## config.mk

```make
export PLATFORM = sky130hd
export DESIGN_NAME = link_regs
export DESIGN_NICKNAME = d
export VERILOG_FILES = /design/src/rtl/link_regs_pkg.sv /design/src/rtl/link_cap_word.sv /design/src/rtl/link_regs.sv
export VERILOG_INCLUDE_DIRS = /design/src /design/src/rtl
export SDC_FILE = /design/constraint.sdc
export NUM_CORES = 1
export LEC_CHECK = 0
export ABC_AREA = 1
export BUFFER_PORTS_ARGS = -buffer_cell sky130_fd_sc_hd__buf_4
export CORE_MARGIN = 10
export CORE_UTILIZATION = 33
export DETAILED_ROUTE_END_ITERATION = 16
export PLACE_DENSITY = 0.84
export SETUP_SLACK_MARGIN = 0.2
export SYNTH_ARGS = -nofsm -noshare
export SYNTH_HDL_FRONTEND = slang
export SYNTH_SLANG_ARGS = --single-unit
export TNS_END_PERCENT = 50
```

## constraint.sdc

```tcl
create_clock -name SYS_CLK_I -period 0.9 [get_ports SYS_CLK_I]
set_input_delay 0.045 -clock SYS_CLK_I [delete_from_list [all_inputs] [get_ports SYS_CLK_I]]
set_output_delay 0.045 -clock SYS_CLK_I [all_outputs]
set_load 0.02 [all_outputs]
```

## src/rtl/link_regs_consts.svh

```systemverilog
// constants for the link capabilities and link control registers
// assumes byte addressed configuration accesses on 32-bit words
`ifndef LINK_REGS_CONSTS_SVH
`define LINK_REGS_CONSTS_SVH

// register byte offsets in configuration space
`define CAP_OFFSET 12'h07C
`define CTRL_OFFSET 12'h080
`define ADDR_W 12
`define DATA_W 32
`define BE_W 4

// capabilities field values
`define PORT_NUM_VAL 8'h00
`define CAP_RSVD_VAL 5'h00
`define CLOCK_PM_CAPABLE_CAP_VAL 1'h1
`define ASPM_SUPPORT_VAL 2'h3
`define MAX_LANE_WIDTH_VAL 6'h01
`define MAX_SIGNAL_RATE_VAL 4'h2

// capabilities field positions
`define CAP_PORT_HI 31
`define CAP_PORT_LO 24
`define CAP_RSVD_HI 23
`define CAP_RSVD_LO 19
`define CAP_CLOCK_PM_CAPABLE_BIT 18
`define CAP_L1_HI 17
`define CAP_L1_LO 15
`define CAP_L0S_HI 14
`define CAP_L0S_LO 12
`define CAP_ASPM_HI 11
`define CAP_ASPM_LO 10
`define CAP_WIDTH_HI 9
`define CAP_WIDTH_LO 4
`define CAP_RATE_HI 3
`define CAP_RATE_LO 0

// link control layout
`define CTRL_W 16
`define CTRL_RESET 16'h0000
`define CTRL_WR_MASK 16'h01CB
`define CTRL_RSVD_HI 15
`define CTRL_RSVD_LO 9
`define CTRL_CPM_BIT 8
`define CTRL_ES_BIT 7
`define CTRL_CCC_BIT 6
`define CTRL_RETRAIN_BIT 5
`define CTRL_LINKOFF_BIT 4
`define CTRL_RCB_BIT 3
`define CTRL_RSVD2_BIT 2
`define CTRL_ASPM_HI 1
`define CTRL_ASPM_LO 0

`define LAT_W 3
`define LANE_W 8
`define WORD_ZERO 32'h00000000

`endif

```

## src/rtl/link_regs_pkg.sv

```systemverilog
// types shared by the link register bank
// assumes the constants header is compiled alongside
package link_regs_pkg;

   // which register a configuration access hits
   typedef enum logic [1:0] {
      SEL_NONE = 2'h0,
      SEL_CAP = 2'h1,
      SEL_CTRL = 2'h3
   } reg_sel_type;

endpackage : link_regs_pkg

```

## src/rtl/link_cap_word.sv

```systemverilog
// builds the read-only link capabilities word
// assumes the four latency settings are stable register outputs
`timescale 1ns/100ps
`include "link_regs_consts.svh"

module link_cap_word (
   input wire logic common_clk_i,
   input wire logic [`LAT_W-1:0] l1_time_separate_clock_i,
   input wire logic [`LAT_W-1:0] l1_time_shared_clock_i,
   input wire logic [`LAT_W-1:0] l0s_time_separate_clock_i,
   input wire logic [`LAT_W-1:0] l0s_time_shared_clock_i,
   output logic [`DATA_W-1:0] cap_word_o
);

   logic [`LAT_W-1:0] l1_exit_time_cap;
   logic [`LAT_W-1:0] l0s_exit_time_cap;

   // shared reference clock picks the common-clock latencies
   assign l1_exit_time_cap = common_clk_i ? l1_time_shared_clock_i
                                          : l1_time_separate_clock_i;
   assign l0s_exit_time_cap = common_clk_i ? l0s_time_shared_clock_i
                                           : l0s_time_separate_clock_i;

   // fixed fields plus the selected latencies
   assign cap_word_o = {`PORT_NUM_VAL,
                        `CAP_RSVD_VAL,
                        `CLOCK_PM_CAPABLE_CAP_VAL,
                        l1_exit_time_cap,
                        l0s_exit_time_cap,
                        `ASPM_SUPPORT_VAL,
                        `MAX_LANE_WIDTH_VAL,
                        `MAX_SIGNAL_RATE_VAL};

endmodule : link_cap_word

```

## src/rtl/link_regs.sv

```systemverilog
// link capabilities and link control configuration registers
// assumes single-cycle configuration read and write strobes, 32-bit
// dword accesses with byte enables, and latency settings held elsewhere
//
// Behaviour
// - the port number field of the capabilities word reads zero.
// - reserved bits of both registers, including cap 23:19, control 15:9 and 2, read zero.
// - the clock power management capability bit is always one.
// - the L1 exit latency field shows the separate or shared clock L1 setting.
// - the L0s exit latency field shows the separate or shared clock L0s setting.
// - the active state PM support field reads binary 11.
// - the maximum lane width field reads 000001.
// - the maximum signal rate field reads 0010.
// - software sets the common clock bit, which steers the latency choice.
// - common clock zero reports the separate settings, one the shared ones.
// - the retrain request bit has no effect and reads zero.
// - the link off request bit has no effect and reads zero.
// - the two-bit active state PM control field is writable.
// - clock PM enable, extended sync and completion boundary bits are read/write.
// - the capabilities word reads 0004 plus the top two L1 latency bits in its upper half and 12 in its low byte.
`timescale 1ns/100ps
`include "link_regs_consts.svh"

module link_regs
   import link_regs_pkg::*;
#(
   parameter int LANES = `BE_W / 2
) (
   input wire logic SYS_CLK_I,
   input wire logic RST_B_I,
   input wire logic CFG_RD_I,
   input wire logic CFG_WR_I,
   input wire logic [`ADDR_W-1:0] CFG_ADDR_I,
   input wire logic [`BE_W-1:0] CFG_BE_I,
   input wire logic [`DATA_W-1:0] CFG_WDATA_I,
   input wire logic [`LAT_W-1:0] L1_TIME_SEPARATE_CLOCK_I,
   input wire logic [`LAT_W-1:0] L1_TIME_SHARED_CLOCK_I,
   input wire logic [`LAT_W-1:0] L0S_TIME_SEPARATE_CLOCK_I,
   input wire logic [`LAT_W-1:0] L0S_TIME_SHARED_CLOCK_I,
   output logic [`DATA_W-1:0] CFG_RDATA_O,
   output logic CFG_RVALID_O,
   output logic [1:0] ASPM_CONTROL_FIELD_O,
   output logic COMMON_CLOCK_O,
   output logic CLOCK_PM_ENABLE_O,
   output logic EXTENDED_SYNC_O,
   output logic READ_COMPLETION_BOUNDARY_O
);

   logic [`CTRL_W-1:0] ctrl_reg;
   logic [`CTRL_W-1:0] ctrl_next;
   logic [`DATA_W-1:0] cap_word;
   logic [`DATA_W-1:0] rdata_reg;
   logic [`DATA_W-1:0] rdata_next;
   logic rvalid_reg;
   reg_sel_type rd_sel;
   reg_sel_type wr_sel;
   reg_sel_type last_sel_reg;
   // a literal cannot be part-selected, so the mask gets a name first
   localparam logic [`CTRL_W-1:0] ctrl_wr_mask = `CTRL_WR_MASK;

   // word decode shared by the read and write paths
   function automatic reg_sel_type decode_sel(
      input logic [`ADDR_W-1:0] addr
   );
      reg_sel_type sel;
      sel = SEL_NONE;
      if ({addr[`ADDR_W-1:2], 2'b00} == `CAP_OFFSET) begin
         sel = SEL_CAP;
      end else if ({addr[`ADDR_W-1:2], 2'b00} == `CTRL_OFFSET) begin
         sel = SEL_CTRL;
      end
      return sel;
   endfunction : decode_sel

   assign rd_sel = CFG_RD_I ? decode_sel(CFG_ADDR_I) : SEL_NONE;
   assign wr_sel = CFG_WR_I ? decode_sel(CFG_ADDR_I) : SEL_NONE;

   // capabilities word follows the live common clock bit
   link_cap_word u_cap (
      .common_clk_i(ctrl_reg[`CTRL_CCC_BIT]),
      .l1_time_separate_clock_i(L1_TIME_SEPARATE_CLOCK_I),
      .l1_time_shared_clock_i(L1_TIME_SHARED_CLOCK_I),
      .l0s_time_separate_clock_i(L0S_TIME_SEPARATE_CLOCK_I),
      .l0s_time_shared_clock_i(L0S_TIME_SHARED_CLOCK_I),
      .cap_word_o(cap_word)
   );

   // per byte lane merge; only writable bits ever take data, so the
   // no-function and reserved bits stay zero whatever is written
   for (genvar lane = 0; lane < LANES; lane++) begin : g_lane
      assign ctrl_next[lane*`LANE_W +: `LANE_W] =
         (wr_sel == SEL_CTRL && CFG_BE_I[lane])
         ? (CFG_WDATA_I[lane*`LANE_W +: `LANE_W]
            & ctrl_wr_mask[lane*`LANE_W +: `LANE_W])
         : ctrl_reg[lane*`LANE_W +: `LANE_W];
   end

   // link control storage; capabilities writes fall through untouched
   always_ff @(posedge SYS_CLK_I or negedge RST_B_I) begin
      if (!RST_B_I) begin
         ctrl_reg <= `CTRL_RESET;
      end else begin
         ctrl_reg <= ctrl_next;
      end
   end

   // read mux; upper half of the control dword is not ours, reads zero
   always_comb begin
      rdata_next = `WORD_ZERO;
      unique case (rd_sel)
         SEL_CAP: rdata_next = cap_word;
         SEL_CTRL: rdata_next = {{(`DATA_W-`CTRL_W){1'b0}}, ctrl_reg};
         SEL_NONE: rdata_next = `WORD_ZERO;
         default: rdata_next = `WORD_ZERO;
      endcase
   end

   // registered read answer, one cycle after the strobe
   always_ff @(posedge SYS_CLK_I or negedge RST_B_I) begin
      if (!RST_B_I) begin
         rdata_reg <= `WORD_ZERO;
         rvalid_reg <= 1'b0;
         last_sel_reg <= SEL_NONE;
      end else begin
         rvalid_reg <= CFG_RD_I;
         last_sel_reg <= rd_sel;
         if (CFG_RD_I) begin
            rdata_reg <= rdata_next;
         end
      end
   end

   // control bits driven straight from storage
   assign CFG_RDATA_O = rdata_reg;
   assign CFG_RVALID_O = rvalid_reg;
   assign ASPM_CONTROL_FIELD_O = ctrl_reg[`CTRL_ASPM_HI:`CTRL_ASPM_LO];
   assign COMMON_CLOCK_O = ctrl_reg[`CTRL_CCC_BIT];
   assign CLOCK_PM_ENABLE_O = ctrl_reg[`CTRL_CPM_BIT];
   assign EXTENDED_SYNC_O = ctrl_reg[`CTRL_ES_BIT];
   assign READ_COMPLETION_BOUNDARY_O = ctrl_reg[`CTRL_RCB_BIT];

   // checks on the read answer of the capabilities word
   a_port_num_zero: assert property (
      @(posedge SYS_CLK_I) disable iff (!RST_B_I)
      CFG_RD_I && decode_sel(CFG_ADDR_I) == SEL_CAP
      |=> CFG_RVALID_O && CFG_RDATA_O[`CAP_PORT_HI:`CAP_PORT_LO] == 8'h00)
      else $error("port number field not zero");

   a_cap_rsvd_zero: assert property (
      @(posedge SYS_CLK_I) disable iff (!RST_B_I)
      CFG_RVALID_O && last_sel_reg == SEL_CAP
      |-> CFG_RDATA_O[`CAP_RSVD_HI:`CAP_RSVD_LO] == 5'h00)
      else $error("capabilities reserved bits not zero");

   a_clock_pm_capable_set: assert property (
      @(posedge SYS_CLK_I) disable iff (!RST_B_I)
      CFG_RVALID_O && last_sel_reg == SEL_CAP
      |-> CFG_RDATA_O[`CAP_CLOCK_PM_CAPABLE_BIT])
      else $error("clock pm capability bit not set");

   a_l1_lat_select: assert property (
      @(posedge SYS_CLK_I) disable iff (!RST_B_I)
      CFG_RD_I && decode_sel(CFG_ADDR_I) == SEL_CAP
      |=> CFG_RDATA_O[`CAP_L1_HI:`CAP_L1_LO] ==
          ($past(COMMON_CLOCK_O) ? $past(L1_TIME_SHARED_CLOCK_I)
                                 : $past(L1_TIME_SEPARATE_CLOCK_I)))
      else $error("l1 exit latency wrong source");

   a_l0s_lat_select: assert property (
      @(posedge SYS_CLK_I) disable iff (!RST_B_I)
      CFG_RD_I && decode_sel(CFG_ADDR_I) == SEL_CAP
      |=> CFG_RDATA_O[`CAP_L0S_HI:`CAP_L0S_LO] ==
          ($past(COMMON_CLOCK_O) ? $past(L0S_TIME_SHARED_CLOCK_I)
                                 : $past(L0S_TIME_SEPARATE_CLOCK_I)))
      else $error("l0s exit latency wrong source");

   a_aspm_support: assert property (
      @(posedge SYS_CLK_I) disable iff (!RST_B_I)
      CFG_RVALID_O && last_sel_reg == SEL_CAP
      |-> CFG_RDATA_O[`CAP_ASPM_HI:`CAP_ASPM_LO] == 2'h3)
      else $error("aspm support field not 11");

   a_lane_width: assert property (
      @(posedge SYS_CLK_I) disable iff (!RST_B_I)
      CFG_RVALID_O && last_sel_reg == SEL_CAP
      |-> CFG_RDATA_O[`CAP_WIDTH_HI:`CAP_WIDTH_LO] == 6'h01)
      else $error("max lane width not one lane");

   a_signal_rate: assert property (
      @(posedge SYS_CLK_I) disable iff (!RST_B_I)
      CFG_RVALID_O && last_sel_reg == SEL_CAP
      |-> CFG_RDATA_O[`CAP_RATE_HI:`CAP_RATE_LO] == 4'h2)
      else $error("max signal rate not 0010");

   // checks on the link control register
   a_ctrl_rsvd_zero: assert property (
      @(posedge SYS_CLK_I) disable iff (!RST_B_I)
      CFG_RVALID_O && last_sel_reg == SEL_CTRL
      |-> CFG_RDATA_O[`DATA_W-1:`CTRL_RSVD_LO] == 23'h000000
          && !CFG_RDATA_O[`CTRL_RETRAIN_BIT]
          && !CFG_RDATA_O[`CTRL_LINKOFF_BIT]
          && !CFG_RDATA_O[`CTRL_RSVD2_BIT])
      else $error("control read-only bits not zero");

   a_aspm_write: assert property (
      @(posedge SYS_CLK_I) disable iff (!RST_B_I)
      CFG_WR_I && decode_sel(CFG_ADDR_I) == SEL_CTRL && CFG_BE_I[0]
      |=> ASPM_CONTROL_FIELD_O == $past(CFG_WDATA_I[1:0]))
      else $error("aspm control not written");

   a_rw_bits_write: assert property (
      @(posedge SYS_CLK_I) disable iff (!RST_B_I)
      CFG_WR_I && decode_sel(CFG_ADDR_I) == SEL_CTRL
      && CFG_BE_I[0] && CFG_BE_I[1]
      |=> CLOCK_PM_ENABLE_O == $past(CFG_WDATA_I[8])
          && EXTENDED_SYNC_O == $past(CFG_WDATA_I[7])
          && COMMON_CLOCK_O == $past(CFG_WDATA_I[6])
          && READ_COMPLETION_BOUNDARY_O == $past(CFG_WDATA_I[3]))
      else $error("read/write control bits not written");

   a_ro_write_drop: assert property (
      @(posedge SYS_CLK_I) disable iff (!RST_B_I)
      CFG_WR_I && decode_sel(CFG_ADDR_I) != SEL_CTRL
      |=> $stable(ctrl_reg))
      else $error("stray write altered link control");

endmodule : link_regs

```

* After elaboration in Yosys (flattened, before gate mapping)
Cells that the tools add are included.
** Word-level totals
- Register bits after elaboration :: 39
- Output and inout bits :: 39
- Word-level logic and storage cells :: 18
- Input port bits :: 64
** Cells by class
- Reduce and logical (&&, ||, !) cells :: 2
- Equal/unequal tests :: 5
- Muxes and demuxes :: 7
** Operators by type and width (count)
- 19-bit case mux with 2 select lines :: 1
- 10-bit by 5-bit equality test with 1-bit output (second input constant) :: 1
- 10-bit by 6-bit equality test with 1-bit output (second input constant) :: 1
- 2-bit 2-to-1 mux :: 4
- 3-bit 2-to-1 mux :: 2
- 2-bit equality test (second input constant) :: 2
- 2-bit by 1-bit equality test with 1-bit output (second input constant) :: 1
- 1-bit logical AND :: 2

* Depth between registers and ports, before layout
- Word-level depth :: 6
- Gate-level depth with buffers :: 7
- Gate-level depth less buffers :: 7

* By module
From an unflattened synthesis, not the netlist that was laid out.
** Second synthesis, totals
- Cells, all modules :: 271
- Area total of the unflattened synthesis :: 2120.8 um^2
** By module, submodules not included
- link_regs :: cells an instance 224, area an instance 1846.8 um^2, instances 1
- link_cap_word :: cells an instance 47, area an instance 274.0 um^2, instances 1

* Worst setup path after synthesis
No wires, ideal clock.
- Path type :: reg2reg
- Start :: register ctrl_reg[6]
- End :: register rdata_reg[12] (netlist: CFG_RDATA_O[12])
- Cell stages (with the launch flop) :: 4
- Period minus slack after synthesis :: 1.060 ns
- Setup time :: 0.127 ns
- Buffers on the path :: 1
- Path slack :: -0.160 ns
- Arrival time :: 0.933 ns
- Path through :: dfrtp_1 > buf_2 > mux2i_1 > o21ai_0
** Between the ends
- Word-level cells in the longest chain between the ends :: 2
** RTL lines
- start, declared :: line link_regs.sv:49 : logic [`CTRL_W-1:0] ctrl_reg;
- start signal, assigned :: line link_regs.sv:101 : ctrl_reg <= `CTRL_RESET;
- start signal, assigned :: line link_regs.sv:103 : ctrl_reg <= ctrl_next;
- 3-bit 2-to-1 mux :: line link_cap_word.sv:21 : assign l0s_exit_time_cap = common_clk_i ? l0s_time_shared_clock_i
- 19-bit case mux with 2 select lines :: line link_regs.sv:110 : unique case (rd_sel)
- end signal, assigned :: line link_regs.sv:121 : rdata_reg <= `WORD_ZERO;
- end signal, assigned :: line link_regs.sv:128 : rdata_reg <= rdata_next;
- end, declared :: line link_regs.sv:52 : logic [`DATA_W-1:0] rdata_reg;
Every way passes these cells.
A chain may end at the register's enable or synchronous reset.

* Worst setup path in the final report
- Start :: register ctrl_reg[6]
- End :: register rdata_reg[16] (netlist: CFG_RDATA_O[16])
** Between the ends
- Word-level cells in the longest chain between the ends :: 2
** RTL lines
- 3-bit 2-to-1 mux :: line link_cap_word.sv:19 : assign l1_exit_time_cap = common_clk_i ? l1_time_shared_clock_i
- 19-bit case mux with 2 select lines :: line link_regs.sv:110
Every way passes these cells.

==> impl_metrics.env <==
export IMPL_p_leak_nw=0.9937
export IMPL_io_pins=103
export IMPL_netlist_area_leader_share=0.4410
export IMPL_die_x_um=78.64
export IMPL_ir_drop_v=0.0004345
export IMPL_rows=21
export IMPL_vias=1088
export IMPL_register_area_um2=503.0
export IMPL_violations="negative hold slack, negative setup slack"
export IMPL_drtIter0Drc=72
export IMPL_wire_per_inst_um=12.98
export IMPL_grt_max_degree=21
export IMPL_grt_pass1_wl_mm=5.216
export IMPL_yosys_top_cells_area="dfrtp_1, nand2_1, buf_4"
export IMPL_synth_seq_area_share=0.4410
export IMPL_clock_skew_final_ns=0.004208
export IMPL_multiInputGateArea_um2=498.0
export IMPL_cp_end_kind="flop"
export IMPL_reg2regPathDepth=3
export IMPL_syn_to_final_growth_pct=61.41
export IMPL_path_delay_family="flip-flops"
export IMPL_vias_per_cell=4.267
export IMPL_holdWs_ns=-0.0004732
export IMPL_grt_antenna_before_repair=0
export IMPL_maxCapViolations=0
export IMPL_cp_max_fo=6
export IMPL_ys_seq_elements=20
export IMPL_post_route_cell_area_um2=1832
export IMPL_cts_path_max_buffers=2
export IMPL_place_area_um2=1534
export IMPL_ys_flop_type="dfrtp_1"
export IMPL_cpPeakStageDelay_ns=0.45
export IMPL_grt_overflow=0
export IMPL_clk_latency_ns=0.30
export IMPL_rrSetupSlack_ns=-0.08
export IMPL_path_cells="buf_12, mux2i_2, o21ai_1"
export IMPL_core_area_um2=3337
export IMPL_whs_endpoint="ctrl_reg[6]$_DFFE_PN0P_"
export IMPL_timing_final_crit_share=1.088
export IMPL_worstPathArrival_ns=1.18
export IMPL_start_util=0.3401
export IMPL_drc_errors=0
export IMPL_grt_pass1_vias=1115
export IMPL_final_setup_worst_slack_ns=-0.07891
export IMPL_crit_type="flop to flop"
export IMPL_min_from="CFG_WDATA_I[6]"
export IMPL_drv_slew=0
export IMPL_cts_sinks=20
export IMPL_diodes=0
export IMPL_gr_usage_all_layers=0.1007
export IMPL_netlist_area_um2=1135
export IMPL_cts_buffers=3
export IMPL_hp_class="primary input to flop"
export IMPL_setup_tns_ns=-0.4583
export IMPL_post_route_util=0.5489
export IMPL_synth_avg_cell_area_um2=8.344
export IMPL_dp_hpwl_mm=2.495
export IMPL_cp_start_kind="flop"
export IMPL_clock_fmax_mhz=1022
export IMPL_ant_nets=0
export IMPL_yosysWarnings=0
export IMPL_cp_required_ns=1.10
export IMPL_synthTopCellsByCount="nand2_1, dfrtp_1, buf_4, inv_1"
export IMPL_crit_buf_inv=1
export IMPL_final_fill_count=298
export IMPL_synth_top_area_cell="dfrtp_1"
export IMPL_dpl_cell_count=232
export IMPL_cts_tree="yes"
export IMPL_io_buffer_count=56
export IMPL_dieHeight_um=78.64
export IMPL_hold_viol=1
export IMPL_synth_edf_count=0
export IMPL_fin_nets=274
export IMPL_synthDistinctLibCells=16
export IMPL_status="finished, violations left"
export IMPL_hold_depth=3
export IMPL_p_per_area_nw_per_um2=953.2
export IMPL_period_minus_slack_ns=0.9789
export IMPL_synth_most_common_cell="nand2_1"
export IMPL_h_tree_depth=1
export IMPL_final_cells=255
export IMPL_gp_congestion=0.7072
export IMPL_finalSetupViolations=14
export IMPL_r2r_end="CFG_RDATA_O[16]$_DFFE_PN0P_"
export IMPL_clkTransAtPathRegs_ns=0.11
export IMPL_clockRootBuffer="clkbuf_4"
export IMPL_drive_gt1_frac=0.4306
export IMPL_largest_register_ffs=13
export IMPL_ys_async_sr_fraction=1.000
export IMPL_drt_wl_total_mm=3.311
export IMPL_cpMaxStageDelayCell="dfrtp_2"
export IMPL_rsz0062_at_grt="true"
export IMPL_reg2reg_from="ctrl_reg[6]$_DFFE_PN0P_"
export IMPL_die_area_um2=6184
export IMPL_drtPass1Iterations=4
export IMPL_synthCells=136
[cell type report]
type                       instances  area share
clock buffer                       4     0.01981
inverter                          10     0.02049
timing repair buffer              78      0.3818
sequential                        20      0.2746
multi-input combinational         97      0.2719
tap                               46     0.03142
[cell usage in the layout (no fill, tap or decap), types with 2 or more instances in the layout]
| cell | Yosys | routed |
|---|---|---|
| clkbuf_4 | 0 | 3 |
| buf_6 | 1 | 23 |
| nand4_1 | 8 | 8 |
| mux2i_1 | 6 | 5 |
| nand2_1 | 40 | 39 |
| o21ai_1 | 0 | 6 |
| nor2_1 | 8 | 5 |
| nor2_4 | 1 | 2 |
| conb_1 | 1 | 16 |
| nor2_2 | 2 | 4 |
| nand3_2 | 2 | 2 |
| dlygate4sd3_1 | 0 | 6 |
| dfrtp_1 | 20 | 18 |
| buf_4 | 19 | 48 |
| dfrtp_2 | 0 | 2 |
| inv_1 | 10 | 9 |
| nand3_1 | 7 | 7 |
[layer usage]
layer,part of all wire,track usage
met5,0,0
met4,0.014,0.03763
met3,0.076,0.03303
met2,0.53,0.1743
met1,0.38,0.1119
[cell families (layout without fill, tap and decap cells)]
logic type             count (synthesis)  in the layout  share of synthesized area
AND/OR/NAND/NOR                       69             69                     0.2900
buffers and inverters                 34             92                     0.1863
other                                  1             16                   0.003304
flip-flops                            20             20                     0.4410
AO/OA/AOI/OAI                          6              6                    0.02646
multiplexers                           6              6                    0.05292
[per-stage QoR]
step | hold WS (ns) | setup WS [ns] | total power, mW
floorplan | -0.2506 | -0.01410 | 1.107
global placement | -0.07066 | -0.009186 | 1.206
detailed placement | -0.07140 | -0.04176 | 1.212
CTS | 0.001147 | -0.05637 | 1.743
global route | 0.005059 | -0.1223 | 1.822
finish | -0.0004732 | -0.07891 | 1.746
[worst reg2reg max path, delay by kind of cell (launching register included)]
kind | cells | cell delay, ns
buf+inv | 1 | 0.15
mux | 1 | 0.20
compound gates | 1 | 0.08
flops | 1 | 0.45
[where the power goes]
part,internal [mW],leakage (nW),switching [mW]
registers,0.903,0.274,0.00342
logic,0.148,0.699,0.175
clock network,0.247,0.0210,0.270
[worst max-delay path by stage]
stage	from	end	slack [ns]	cells past startpoint
finish	ctrl_reg[6]$_DFFE_PN0P_	CFG_RDATA_O[16]$_DFFE_PN0P_	-0.08	3
global route	ctrl_reg[6]$_DFFE_PN0P_	CFG_RDATA_O[16]$_DFFE_PN0P_	-0.12	3
CTS	CFG_RDATA_O[11]$_DFFE_PN0P_	CFG_RDATA_O[11]	-0.06	1
detailed placement	ctrl_reg[6]$_DFFE_PN0P_	CFG_RDATA_O[16]$_DFFE_PN0P_	-0.04	2
global placement	ctrl_reg[6]$_DFFE_PN0P_	CFG_RDATA_O[14]$_DFFE_PN0P_	-0.009	2
floorplan	ctrl_reg[6]$_DFFE_PN0P_	CFG_RDATA_O[12]$_DFFE_PN0P_	-0.01	3
[timing repair]
item                                   CTS  global route
pin swaps                                0             1
setup endpoints to repair               31            42
endpoints found under the hold margin   24             0
setup buffers                            7             6
hold buffers                             6             0
resized for setup                       19             6
No activity file was read; power rests on OpenSTA's default activity.
